## config.mk

```make
export PLATFORM = sky130hd
export DESIGN_NAME = uss_core
export DESIGN_NICKNAME = d
export VERILOG_FILES = /design/src/common/uss_pkg.sv /design/src/core/uss_core.sv
export SDC_FILE = /design/constraint.sdc
export NUM_CORES = 1
export LEC_CHECK = 0
export BUFFER_PORTS_ARGS = -buffer_cell sky130_fd_sc_hd__buf_2
export CAP_MARGIN = 40
export CORE_UTILIZATION = 53
export CTS_CLUSTER_DIAMETER = 150
export CTS_CLUSTER_SIZE = 12
export DETAILED_ROUTE_END_ITERATION = 8
export GPL_ROUTABILITY_DRIVEN = 0
export PLACE_DENSITY = 0.86
export SYNTH_ARGS = -nofsm -noshare
export SYNTH_HDL_FRONTEND = slang
export SYNTH_SLANG_ARGS = --single-unit
```

## constraint.sdc

```tcl
create_clock -name sys_clk -period 1.92 [get_ports sys_clk]
set_clock_uncertainty 0.1 [all_clocks]
set_input_delay 0.288 -clock sys_clk [delete_from_list [all_inputs] [get_ports sys_clk]]
set_output_delay 0.288 -clock sys_clk [all_outputs]
set_load 0.01 [all_outputs]
```

## src/common/uss_pkg.sv

```systemverilog
// Shared constants and types for the synchronous slave transceiver
package uss_pkg;

  ////////////////////////////////////////////////////////////////////////////
  // Register offsets on the plain register port
  localparam logic [3:0] OFS_BAUD_CONTROL = 4'h0;
  localparam logic [3:0] OFS_RX_BUFFER = 4'h1;
  localparam logic [3:0] OFS_RX_STATUS = 4'h2;
  localparam logic [3:0] OFS_TX_STATUS = 4'h3;
  localparam logic [3:0] OFS_TX_HOLDING = 4'h4;
  localparam logic [3:0] OFS_FLAGS = 4'h5;
  localparam logic [3:0] OFS_INT_ENABLE = 4'h6;
  localparam logic [3:0] OFS_EVT_STATUS = 4'h7;
  localparam logic [3:0] OFS_EVT_MASK = 4'h8;
  localparam logic [3:0] OFS_ALT_PIN_A = 4'h9;
  localparam logic [3:0] OFS_ALT_PIN_B = 4'hA;

  ////////////////////////////////////////////////////////////////////////////
  // Field positions
  localparam int BIT_RX_IDLE = 6;      // baud_control, read only
  localparam int BIT_SCK_POL = 4;      // baud_control, clock polarity
  localparam int BIT_SERIAL_PORT_ENABLE = 7;         // receive_status_control
  localparam int BIT_RX9 = 6;
  localparam int BIT_SINGLE_RECEIVE_ENABLE = 5;
  localparam int BIT_CONTINUOUS_RECEIVE_ENABLE = 4;
  localparam int BIT_OVERRUN_ERROR_FLAG = 1;
  localparam int BIT_RECEIVED_NINTH_BIT = 0;
  localparam int BIT_CLOCK_SOURCE_SELECT = 7;         // transmit_status_control
  localparam int BIT_TX9 = 6;
  localparam int BIT_TXEN = 5;
  localparam int BIT_SYNC = 4;
  localparam int BIT_TRMT = 1;
  localparam int BIT_TX9D = 0;
  localparam int BIT_RECEIVE_DONE_FLAG = 0;         // flags and int_enable
  localparam int BIT_TRANSMIT_EMPTY_FLAG = 1;
  localparam int BIT_PERIPHERAL_INTERRUPT_ENABLE = 2;         // int_enable only
  localparam int BIT_GIE = 3;
  localparam int EVT_RX_WORD = 0;      // evt_status and evt_mask
  localparam int EVT_TX_LOAD = 1;
  localparam int EVT_OVERRUN = 2;
  localparam int BIT_RXDT_SEL = 7;     // alternate_pin_select_a
  localparam int BIT_TXCK_SEL = 0;     // alternate_pin_select_b

  ////////////////////////////////////////////////////////////////////////////
  // Reset values, sizes and fixed numbers
  localparam logic [7:0] RST_REG = 8'h00;
  localparam logic [2:0] RST_EVT = 3'h0;
  localparam logic [3:0] LEN_BYTE = 4'h8;
  localparam logic [3:0] LEN_NINE = 4'h9;
  localparam int RX_FIFO_DEPTH = 2;
  localparam logic [11:0] ISR_VECTOR = 12'h004;

  // One received word as it sits in the receive FIFO
  typedef struct packed {
    logic ninth;
    logic [7:0] data;
  } uss_word_t;

endpackage : uss_pkg

```

## src/core/uss_core.sv

```systemverilog
// Our own choices: the register offsets and the plain strobed port.
`timescale 1ns/100ps
// Contract
// RULE_01: Slave mode from sync, enable, clear source
// RULE_02: Ninth received bit lands in status
// RULE_03: Receive done flag; interrupt needs enable
// RULE_04: Low byte at FIFO head; read pops
// RULE_05: Overrun clears on receive or port disable
// RULE_06: Shifting only in slave mode, sleep too
// RULE_07: Shift stages advance only on master clock
// RULE_08: Receive flag clears when FIFO emptied
// RULE_09: Receive while asleep, flag requests wake
// RULE_10: Wake with global enable calls vector
// RULE_11: Holding write clears empty flag, moves on
// RULE_12: Transmit bits shift on master clock edges
// RULE_13: After word, reload stage then flag empty
// RULE_14: Transmit wake needs both enables set
// RULE_15: Pins selectable between two locations
// RULE_16: Slave receive never idle; single enable ignored
// RULE_17: Full FIFO plus new word sets overrun
module uss_core #(
  parameter int FIFO_DEPTH = uss_pkg::RX_FIFO_DEPTH
) (
  // Clock and reset
  input wire logic sys_clk,
  input wire logic rst_n,
  // Register port
  input wire logic [3:0] reg_addr,
  input wire logic [7:0] reg_wdata,
  input wire logic reg_wr,
  input wire logic reg_rd,
  output logic [7:0] reg_rdata,
  // Core state and requests
  input wire logic core_sleep,
  output logic irq,
  output logic wake_req,
  output logic isr_call,
  output logic [11:0] isr_vector,
  // Shift clock pin, two locations
  input wire logic ck_a_in,
  input wire logic ck_b_in,
  // Data pin, two locations
  input wire logic dt_a_in,
  input wire logic dt_b_in,
  output logic dt_a_out,
  output logic dt_a_oe,
  output logic dt_b_out,
  output logic dt_b_oe
);

  localparam int PW = (FIFO_DEPTH > 1) ? $clog2(FIFO_DEPTH) : 1;
  localparam int CW = $clog2(FIFO_DEPTH + 1);

  ////////////////////////////////////////////////////////////////////////////
  // Declarations
  logic [7:0] baud_control;            // Polarity bit is writable
  logic [7:0] receive_status_control;  // Writable control bits only
  logic [7:0] transmit_status_control; // Writable control bits only
  logic [7:0] int_enable;              // Receive, transmit, peripheral, global
  logic [7:0] alternate_pin_select_a;  // Data pin location
  logic [7:0] alternate_pin_select_b;  // Clock pin location
  logic [2:0] evt_status;              // Sticky events
  logic [2:0] evt_mask;                // Event gates onto irq
  logic [3:0] pin_meta;                // First synchroniser stage
  logic [3:0] pin_sync;                // Second synchroniser stage
  logic ck_level;                      // Selected clock, polarity applied
  logic ck_prev;                       // Clock level one cycle ago
  logic ck_lead;                       // Leading shift clock edge
  logic ck_trail;                      // Trailing shift clock edge
  logic dt_level;                      // Selected data pin level
  logic serial_port_enable;
  logic slave_mode;
  logic continuous_receive_enable;
  logic rx_en;                         // Receiver armed
  logic tx_mode;                       // Transmitter armed
  logic shift_allowed;                 // Shift clock usable in this state
  logic [8:0] rx_shift;                // receive_shift_stage
  logic [3:0] rx_cnt;                  // Bits taken so far
  logic [3:0] rx_len;                  // Bits per received word
  logic rx_done;                       // One-cycle word complete
  uss_pkg::uss_word_t rx_word;         // Word just completed
  uss_pkg::uss_word_t next_rx_word;    // Word as the last bit arrives
  uss_pkg::uss_word_t fifo_mem [FIFO_DEPTH];
  logic [PW-1:0] wr_ptr;
  logic [PW-1:0] rd_ptr;
  logic [CW-1:0] fifo_cnt;
  logic fifo_full;
  logic fifo_pop;                      // Read of receive buffer
  logic fifo_push;                     // Word accepted into FIFO
  logic overrun;                       // Word lost to full FIFO
  logic overrun_error_flag;
  logic receive_done_flag;
  logic transmit_empty_flag;
  logic hold_wr;                       // Write to holding buffer
  logic hold_full;
  uss_pkg::uss_word_t transmit_holding_buffer;
  logic [8:0] transmit_shift_stage;
  logic [3:0] tx_cnt;                  // Bits sent so far
  logic [3:0] tx_len;                  // Bits in current word
  logic tx_busy;
  logic tx_load;                       // Holding buffer moves to stage
  logic dt_drive;                      // Data pin driven by us
  logic [7:0] next_rdata;

  // Pointer step with wrap
  function automatic logic [PW-1:0] ptr_inc(input logic [PW-1:0] p);
    ptr_inc = (p == PW'(FIFO_DEPTH - 1)) ? '0 : PW'(p + 1'b1);
  endfunction : ptr_inc

  // Address match with a strobe; address passed in so assigns follow it
  function automatic logic hit(input logic stb, input logic [3:0] a,
                               input logic [3:0] ofs);
    hit = stb && (a == ofs);
  endfunction : hit

  ////////////////////////////////////////////////////////////////////////////
  // Mode decode
  assign serial_port_enable = receive_status_control[uss_pkg::BIT_SERIAL_PORT_ENABLE];
  assign continuous_receive_enable =
    receive_status_control[uss_pkg::BIT_CONTINUOUS_RECEIVE_ENABLE];
  // Slave needs sync, port enable and external clock source [RULE_01]
  assign slave_mode = serial_port_enable &&
    transmit_status_control[uss_pkg::BIT_SYNC] &&
    !transmit_status_control[uss_pkg::BIT_CLOCK_SOURCE_SELECT];
  // Sleep stops every mode but slave, whose clock is external [RULE_06]
  assign shift_allowed = slave_mode || !core_sleep;
  // Only continuous enable arms the receiver; single enable ignored
  assign rx_en = shift_allowed && slave_mode &&
    continuous_receive_enable && !overrun_error_flag; // [RULE_01] [RULE_16]
  // Transmit needs both receive enables clear; sleep does not stop it
  assign tx_mode = shift_allowed && slave_mode
    && transmit_status_control[uss_pkg::BIT_TXEN]
    && !continuous_receive_enable
    && !receive_status_control[uss_pkg::BIT_SINGLE_RECEIVE_ENABLE]; // [RULE_06]

  ////////////////////////////////////////////////////////////////////////////
  // Pin synchronisers, two flops per pin
  genvar gi;
  generate
    for (gi = 0; gi < 4; gi++) begin : g_sync
      always_ff @(posedge sys_clk or negedge rst_n) begin
        if (!rst_n) begin
          pin_meta[gi] <= 1'b0;
          pin_sync[gi] <= 1'b0;
        end else begin
          pin_meta[gi] <= (gi == 0) ? ck_a_in : (gi == 1) ? ck_b_in :
                          (gi == 2) ? dt_a_in : dt_b_in;
          pin_sync[gi] <= pin_meta[gi];
        end
      end
    end
  endgenerate

  // Location choice after synchronising [RULE_15]
  assign ck_level = (alternate_pin_select_b[uss_pkg::BIT_TXCK_SEL] ?
    pin_sync[1] : pin_sync[0]) ^ baud_control[uss_pkg::BIT_SCK_POL];
  assign dt_level = alternate_pin_select_a[uss_pkg::BIT_RXDT_SEL] ?
    pin_sync[3] : pin_sync[2];

  // Edge finder on the master's clock
  always_ff @(posedge sys_clk or negedge rst_n) begin
    if (!rst_n) begin
      ck_prev <= 1'b0;
    end else begin
      ck_prev <= ck_level;
    end
  end
  assign ck_lead = ck_level && !ck_prev;
  assign ck_trail = !ck_level && ck_prev;

  ////////////////////////////////////////////////////////////////////////////
  // Receive shift stage, sampled on leading edges
  assign rx_len = receive_status_control[uss_pkg::BIT_RX9] ?
    uss_pkg::LEN_NINE : uss_pkg::LEN_BYTE;

  always_comb begin
    // Nine-bit words split low byte and top bit [RULE_02]
    if (receive_status_control[uss_pkg::BIT_RX9]) begin
      next_rx_word = {dt_level, rx_shift[8:1]};
    end else begin
      next_rx_word = {1'b0, dt_level, rx_shift[8:2]};
    end
  end

  always_ff @(posedge sys_clk or negedge rst_n) begin
    if (!rst_n) begin
      rx_shift <= 9'h000;
      rx_cnt <= 4'h0;
      rx_done <= 1'b0;
      rx_word <= '0;
    end else begin
      rx_done <= 1'b0;
      if (!rx_en) begin
        // Disarmed: drop partial word
        rx_cnt <= 4'h0;
      end else if (ck_lead) begin
        // Master clock alone advances it, awake or asleep [RULE_07] [RULE_09]
        rx_shift <= {dt_level, rx_shift[8:1]};
        if (rx_cnt == rx_len - 4'h1) begin
          rx_cnt <= 4'h0;
          rx_done <= 1'b1;
          rx_word <= next_rx_word;
        end else begin
          rx_cnt <= rx_cnt + 4'h1;
        end
      end
    end
  end

  ////////////////////////////////////////////////////////////////////////////
  // Receive FIFO
  assign fifo_full = (fifo_cnt == CW'(FIFO_DEPTH));
  assign fifo_pop = hit(reg_rd, reg_addr, uss_pkg::OFS_RX_BUFFER) &&
    (fifo_cnt != '0);
  // Full FIFO with no pop discards the new word [RULE_17]
  assign overrun = rx_done && fifo_full && !fifo_pop;
  assign fifo_push = rx_done && !overrun;
  // Flag follows FIFO content, clears once emptied [RULE_03] [RULE_08]
  assign receive_done_flag = (fifo_cnt != '0);

  always_ff @(posedge sys_clk or negedge rst_n) begin
    if (!rst_n) begin
      wr_ptr <= '0;
      rd_ptr <= '0;
      fifo_cnt <= '0;
    end else if (!serial_port_enable) begin
      // Port disable resets the transceiver [RULE_05]
      wr_ptr <= '0;
      rd_ptr <= '0;
      fifo_cnt <= '0;
    end else begin
      if (fifo_push) begin
        fifo_mem[wr_ptr] <= rx_word;
        wr_ptr <= ptr_inc(wr_ptr);
      end
      // Reading the buffer pops the head [RULE_04]
      if (fifo_pop) begin
        rd_ptr <= ptr_inc(rd_ptr);
      end
      if (fifo_push && !fifo_pop) begin
        fifo_cnt <= fifo_cnt + 1'b1;
      end else if (fifo_pop && !fifo_push) begin
        fifo_cnt <= fifo_cnt - 1'b1;
      end
    end
  end

  // Overrun latch; disabling receive or the port clears it [RULE_05]
  always_ff @(posedge sys_clk or negedge rst_n) begin
    if (!rst_n) begin
      overrun_error_flag <= 1'b0;
    end else if (!continuous_receive_enable || !serial_port_enable) begin
      overrun_error_flag <= 1'b0;
    end else if (overrun) begin
      overrun_error_flag <= 1'b1; // [RULE_17]
    end
  end

  ////////////////////////////////////////////////////////////////////////////
  // Transmit holding buffer and shift stage
  assign hold_wr = hit(reg_wr, reg_addr, uss_pkg::OFS_TX_HOLDING) &&
    serial_port_enable;
  assign tx_load = tx_mode && hold_full && !tx_busy;
  // Empty flag is the inverse of a pending byte [RULE_11] [RULE_13]
  assign transmit_empty_flag = !hold_full;

  always_ff @(posedge sys_clk or negedge rst_n) begin
    if (!rst_n) begin
      hold_full <= 1'b0;
      transmit_holding_buffer <= '0;
    end else if (!serial_port_enable) begin
      hold_full <= 1'b0;
    end else begin
      // A write fills the buffer even as the old byte leaves [RULE_11]
      hold_full <= hold_wr || (hold_full && !tx_load);
      if (hold_wr) begin
        transmit_holding_buffer <= {
          transmit_status_control[uss_pkg::BIT_TX9D], reg_wdata};
      end
    end
  end

  always_ff @(posedge sys_clk or negedge rst_n) begin
    if (!rst_n) begin
      transmit_shift_stage <= 9'h000;
      tx_cnt <= 4'h0;
      tx_len <= uss_pkg::LEN_BYTE;
      tx_busy <= 1'b0;
    end else if (!tx_mode) begin
      // Leaving transmit abandons the word in flight
      tx_busy <= 1'b0;
      tx_cnt <= 4'h0;
    end else if (tx_load) begin
      // Free stage takes the pending byte [RULE_11] [RULE_13]
      transmit_shift_stage <= transmit_holding_buffer;
      tx_len <= transmit_status_control[uss_pkg::BIT_TX9] ?
        uss_pkg::LEN_NINE : uss_pkg::LEN_BYTE;
      tx_cnt <= 4'h0;
      tx_busy <= 1'b1;
    end else if (tx_busy && ck_trail) begin
      // Next bit only on the master's trailing edge [RULE_07] [RULE_12]
      if (tx_cnt == tx_len - 4'h1) begin
        tx_busy <= 1'b0;
      end else begin
        transmit_shift_stage <= {1'b0, transmit_shift_stage[8:1]};
        tx_cnt <= tx_cnt + 4'h1;
      end
    end
  end

  // Data pin drive at the selected location [RULE_12] [RULE_15]
  assign dt_drive = tx_mode;
  always_ff @(posedge sys_clk or negedge rst_n) begin
    if (!rst_n) begin
      dt_a_out <= 1'b0;
      dt_a_oe <= 1'b0;
      dt_b_out <= 1'b0;
      dt_b_oe <= 1'b0;
    end else begin
      dt_a_out <= transmit_shift_stage[0];
      dt_b_out <= transmit_shift_stage[0];
      dt_a_oe <= dt_drive && !alternate_pin_select_a[uss_pkg::BIT_RXDT_SEL];
      dt_b_oe <= dt_drive && alternate_pin_select_a[uss_pkg::BIT_RXDT_SEL];
    end
  end

  ////////////////////////////////////////////////////////////////////////////
  // Control registers
  always_ff @(posedge sys_clk or negedge rst_n) begin
    if (!rst_n) begin
      baud_control <= uss_pkg::RST_REG;
      receive_status_control <= uss_pkg::RST_REG;
      transmit_status_control <= uss_pkg::RST_REG;
      int_enable <= uss_pkg::RST_REG;
      evt_mask <= uss_pkg::RST_EVT;
      alternate_pin_select_a <= uss_pkg::RST_REG;
      alternate_pin_select_b <= uss_pkg::RST_REG;
    end else if (reg_wr) begin
      // Read-only positions stay zero in storage
      unique case (reg_addr)
        uss_pkg::OFS_BAUD_CONTROL: begin
          baud_control <= reg_wdata & 8'h10;
        end
        uss_pkg::OFS_RX_STATUS: begin
          receive_status_control <= reg_wdata & 8'hF0;
        end
        uss_pkg::OFS_TX_STATUS: begin
          transmit_status_control <= reg_wdata & 8'hF1;
        end
        uss_pkg::OFS_INT_ENABLE: begin
          int_enable <= reg_wdata & 8'h0F;
        end
        uss_pkg::OFS_EVT_MASK: begin
          evt_mask <= reg_wdata[2:0];
        end
        uss_pkg::OFS_ALT_PIN_A: begin
          alternate_pin_select_a <= reg_wdata & 8'h80;
        end
        uss_pkg::OFS_ALT_PIN_B: begin
          alternate_pin_select_b <= reg_wdata & 8'h01;
        end
        default: begin
          // Other offsets hold no control state
        end
      endcase
    end
  end

  ////////////////////////////////////////////////////////////////////////////
  // Sticky events, write one to clear, a new event wins
  always_ff @(posedge sys_clk or negedge rst_n) begin
    if (!rst_n) begin
      evt_status <= uss_pkg::RST_EVT;
    end else begin
      evt_status <= (evt_status & ~({3{hit(reg_wr, reg_addr,
        uss_pkg::OFS_EVT_STATUS)}} & reg_wdata[2:0])) |
        {overrun, tx_load, fifo_push};
    end
  end

  ////////////////////////////////////////////////////////////////////////////
  // Interrupt, wake and vector requests
  always_ff @(posedge sys_clk or negedge rst_n) begin
    if (!rst_n) begin
      irq <= 1'b0;
      wake_req <= 1'b0;
      isr_call <= 1'b0;
      isr_vector <= 12'h000;
    end else begin
      irq <= |(evt_status & evt_mask);
      // Receive needs its enable; transmit needs two [RULE_03] [RULE_14]
      wake_req <= (receive_done_flag && int_enable[uss_pkg::BIT_RECEIVE_DONE_FLAG]) ||
        (transmit_empty_flag && int_enable[uss_pkg::BIT_TRANSMIT_EMPTY_FLAG] &&
         int_enable[uss_pkg::BIT_PERIPHERAL_INTERRUPT_ENABLE]); // [RULE_09]
      // Global enable turns the wake into a vectored call [RULE_10]
      isr_call <= wake_req && int_enable[uss_pkg::BIT_GIE];
      isr_vector <= (wake_req && int_enable[uss_pkg::BIT_GIE]) ?
        uss_pkg::ISR_VECTOR : 12'h000;
    end
  end

  ////////////////////////////////////////////////////////////////////////////
  // Read data, one cycle after the strobe
  always_comb begin
    next_rdata = 8'h00;
    unique case (reg_addr)
      uss_pkg::OFS_BAUD_CONTROL: begin
        next_rdata = baud_control;
        next_rdata[uss_pkg::BIT_RX_IDLE] = !rx_en; // [RULE_16]
      end
      uss_pkg::OFS_RX_BUFFER: begin
        next_rdata = (fifo_cnt != '0) ? fifo_mem[rd_ptr].data : 8'h00;
      end
      uss_pkg::OFS_RX_STATUS: begin
        next_rdata = receive_status_control;
        next_rdata[uss_pkg::BIT_OVERRUN_ERROR_FLAG] = overrun_error_flag;
        // Ninth bit of the head word [RULE_02]
        next_rdata[uss_pkg::BIT_RECEIVED_NINTH_BIT] =
          (fifo_cnt != '0) && fifo_mem[rd_ptr].ninth;
      end
      uss_pkg::OFS_TX_STATUS: begin
        next_rdata = transmit_status_control;
        next_rdata[uss_pkg::BIT_TRMT] = !tx_busy;
      end
      uss_pkg::OFS_FLAGS: begin
        next_rdata[uss_pkg::BIT_RECEIVE_DONE_FLAG] = receive_done_flag;
        next_rdata[uss_pkg::BIT_TRANSMIT_EMPTY_FLAG] = transmit_empty_flag;
      end
      uss_pkg::OFS_INT_ENABLE: next_rdata = int_enable;
      uss_pkg::OFS_EVT_STATUS: next_rdata = {5'h00, evt_status};
      uss_pkg::OFS_EVT_MASK: next_rdata = {5'h00, evt_mask};
      uss_pkg::OFS_ALT_PIN_A: next_rdata = alternate_pin_select_a;
      uss_pkg::OFS_ALT_PIN_B: next_rdata = alternate_pin_select_b;
      default: next_rdata = 8'h00;
    endcase
  end

  always_ff @(posedge sys_clk or negedge rst_n) begin
    if (!rst_n) begin
      reg_rdata <= 8'h00;
    end else if (reg_rd) begin
      reg_rdata <= next_rdata;
    end else begin
      reg_rdata <= 8'h00;
    end
  end

endmodule : uss_core

```

==> metrics.md <==
| Metric | Value |
|---|---|
| MaxCap Viol Count | 0 |
| Ratio of cells with drive above 1 in the final layout | 39.64% |
| Drt initial violations | 170 |
| Num CTS Buffers | 17 |
| Period utilization | 101.6% |
| Count of cell types in the netlist | 64 |
| Gate Count Post-Synth | 400 |
| Initial antenna violation count | 0 |
| Grt ovf | 0 |
| H-tree levels | 4 |
| Peak VDD IR | 633.2 uV |
| Primary FF master, synth | dfrtp_1 |
| Final worst setup slack | -0.03160 ns |
| ANT nets after route | 0 |
| Unrepaired setup endpoints after global routing | yes |
| I/O Buffers | 35 |
| Multi-input gate area | 0.002125 mm2 |
| Mean post-synth cell area | 13.01 um2 |
| Startpoint types | flop |
| Arrival @ worst endpoint | 2.26 ns |
| Avg Vias per Cell | 5.707 |
| # DRC | 0 |
| FFs w/ async S/R, synth | 84.35% |
| Fmax | 512.4 MHz |
| Die height | 101.1 um |
| Clock transition at the registers of the reported paths | 0.05 ns |
| Clk_lat worst skew | 0.53 ns |
| First-pass GRT wire length | 18.08 mm |
| Sink Count | 115 |
| Nets | 513 |
| Die area | 0.01022 mm2 |
| Gr usage total | 24.04% |
| Failing checks | negative setup slack |
| Setup crit end kind | flop |
| Setup Viol. Count Final | 8 |
| Critical path class | reg -> reg |
| TritonCTS clock tree | yes |
| Area grow syn2layout | 25.57% |
| Fin. max-slew vios | 0 |
| Fillers | 596 |
| Register area | 0.002969 mm2 |
| Antenna Cells | 0 |
| Leak pwr | 2.950 nW |
| Tmin final | 1.952 ns |
| Largest net degree at the start of global routing | 98 |
| Final Hold Fails | 0 |
| Io pins | 48 |
| Int Power | 5.009 mW |
| Starting density of the core | 55.51% |
| Via count | 3,601 |
| Crit Path Max Fanout | 10 |
| Hpwl dp | 7.302 mm |
| Die Width | 101.1 um |
| Switch share | 23.59% |
| Outcome | finished, violations left |
| Row cnt | 35 |
| TritonRoute pass-1 iters | 6 |
| Power density over the cells | 1003 mW/mm2 |
| Combinational power share | 10.1% |
| Sequential area share after synthesis | 57.05% |
| Clk buf depth | 2 |
| Synthesized cell area | 0.005202 mm2 |
| Fin Hold WS | 0.07763 ns |
| Min-delay worst type | in -> reg |
| Clock share of power | 47.2% |
| Sequential power share | 42.7% |
| Clock Tree Root | clkbuf_8 |
| Total design power | 6.555 mW |
| Routed len/inst | 18.17 um |
| Critical Path RT | 2.23 ns |
| Total Wirelength | 11.46 mm |
| Placeable Area | 0.009371 mm2 |
| Switching power | 1.546 mW |
| Synth Register Bits | 115 |
| Number of synthesized flops with an enable pin | 18 |
| YS warnings | 0 |
| Final core occ | 69.71% |
| Vias in the first global route | 3,590 |
## worst max-delay path: stages, from the launching register on
cell,delay (ns)
dfrtp_1,0.38
or4bb_1,0.53
o32a_1,0.23
nor2b_4,0.15
buf_12,0.15
mux2_4,0.30
## power by group through the flow
stage,registers (mW),clock network [mW],logic (mW)
after floorplan,2.79,0,0.382
after CTS,2.79,3.11,0.626
after global placement,2.82,0,0.570
after global routing,2.82,3.22,0.712
after detailed placement,2.83,0,0.593
final,2.80,3.09,0.660
## cells by family after synthesis
family / share of synthesized area (%)
AO/OA/AOI/OAI: 7.095
XOR/XNOR: 1.323
adder cells (fa/ha/maj): 0.4809
buffers and inverters: 3.920
flip-flops: 57.05
multiplexers: 18.40
other: 0.07208
AND/OR/NAND/NOR: 11.66
## sequential cells by signal, summed over array words and instances (netlist names), 2 cells and up
signal	count
evt_mask	3
transmit_shift_stage	9
rx_word	9
fifo_mem	18
rx_cnt	4
pin_sync	4
tx_cnt	4
evt_status	3
receive_status_control	4
transmit_holding_buffer	9
reg_rdata	8
rx_shift	8
pin_meta	4
fifo_cnt	2
int_enable	4
transmit_status_control	5
## synthesized netlist by cell type (all sizes together) (6+ instances only)
library cell	number	area share, %
o21ai	12	1.4
buf	19	2.8
mux2	76	17
inv	6	0.43
clkbuf	10	0.72
a21oi	6	0.58
mux2i	6	1.2
nor2	27	1.9
nand3	9	0.87
nand2b	8	0.96
nor2b	10	1.3
xnor2	6	1.2
edfxtp	18	10
nand2	21	1.5
dfrtp	97	47
## area by class of cell
class	instances	share of cell area [%]
clock inverters	7	1.015
clock buffers	24	8.159
flip-flops and latches	115	45.45
well taps	129	2.471
inverters	6	0.3448
repair buffers	89	10.04
multi-input cells	261	32.52
## per-layer routing
metal | global-route usage, % | vias up | routed length (um)
met5 | 0 | - | 0
met4 | 12.60 | 0 | 317
met3 | 4.854 | 29 | 631
met2 | 39.56 | 166 | 5724
met1 | 30.02 | 1796 | 4790
li1 | - | 1610 | -
## cell usage in the layout, fill, tap and decap left out, types with 6 or more instances in the layout
cell type | netlist | final
nand2b_1 | 8 | 8
mux2_4 | 11 | 11
dlygate4sd3_1 | 0 | 14
dfrtp_1 | 97 | 96
o21ai_0 | 10 | 10
mux2_2 | 65 | 65
nand2_1 | 21 | 21
nand3_1 | 9 | 9
clkbuf_16 | 0 | 18
mux2i_1 | 6 | 6
nor2b_1 | 9 | 9
conb_1 | 1 | 11
buf_4 | 14 | 38
buf_2 | 3 | 34
nor2_1 | 27 | 24
edfxtp_1 | 18 | 18
clkbuf_8 | 0 | 6
a21oi_1 | 6 | 6
## through the flow
stage | setup TNS (ns) | instance area, um2 | worst slack (ns) | instances
2_1_floorplan | 0 | 5263 | 0.0003693 | 410
4_1_cts | -0.1531 | 6476 | -0.02939 | 627
6_report | -0.1724 | 6533 | -0.03160 | 631
3_5_place_dp | -0.1560 | 5720 | -0.02893 | 580
5_1_grt | -0.7200 | 6533 | -0.07895 | 631
3_3_place_gp | 0 | 5720 | 0.03952 | 580
## path summary, 6_finish.rpt
| kind | from | to | slack (ns) | cells past startpoint |
|---|---|---|---|---|
| setup / recovery | rx_cnt[2]$_DFFE_PN0P_ | rx_word[0]$_DFFE_PN0P_ | -0.03 | 5 |
| hold / removal | reg_addr[3] | reg_rdata[1]$_DFF_PN0_ | 0.08 | 3 |
| setup reg to reg | rx_cnt[2]$_DFFE_PN0P_ | rx_word[0]$_DFFE_PN0P_ | -0.03 | 5 |
| hold reg to reg | pin_meta[1]$_DFF_PN0_ | pin_sync[1]$_DFF_PN0_ | 0.25 | 0 |
| max in group asynchronous | rst_n | receive_status_control[4]$_DFFE_PN0P_ | 1.05 | 3 |
| min in group asynchronous | rst_n | transmit_holding_buffer[3]$_DFFE_PN0P_ | 0.28 | 3 |
## repair_timing
item,CTS,global route
gates cloned,1,0
hold buffers,14,0
endpoints found under the setup margin,9,24
resized for setup,0,6
buffers inserted,1,4
hold endpoints to repair,132,0
pin swaps,2,5
Power figures use the tool's default switching activity.
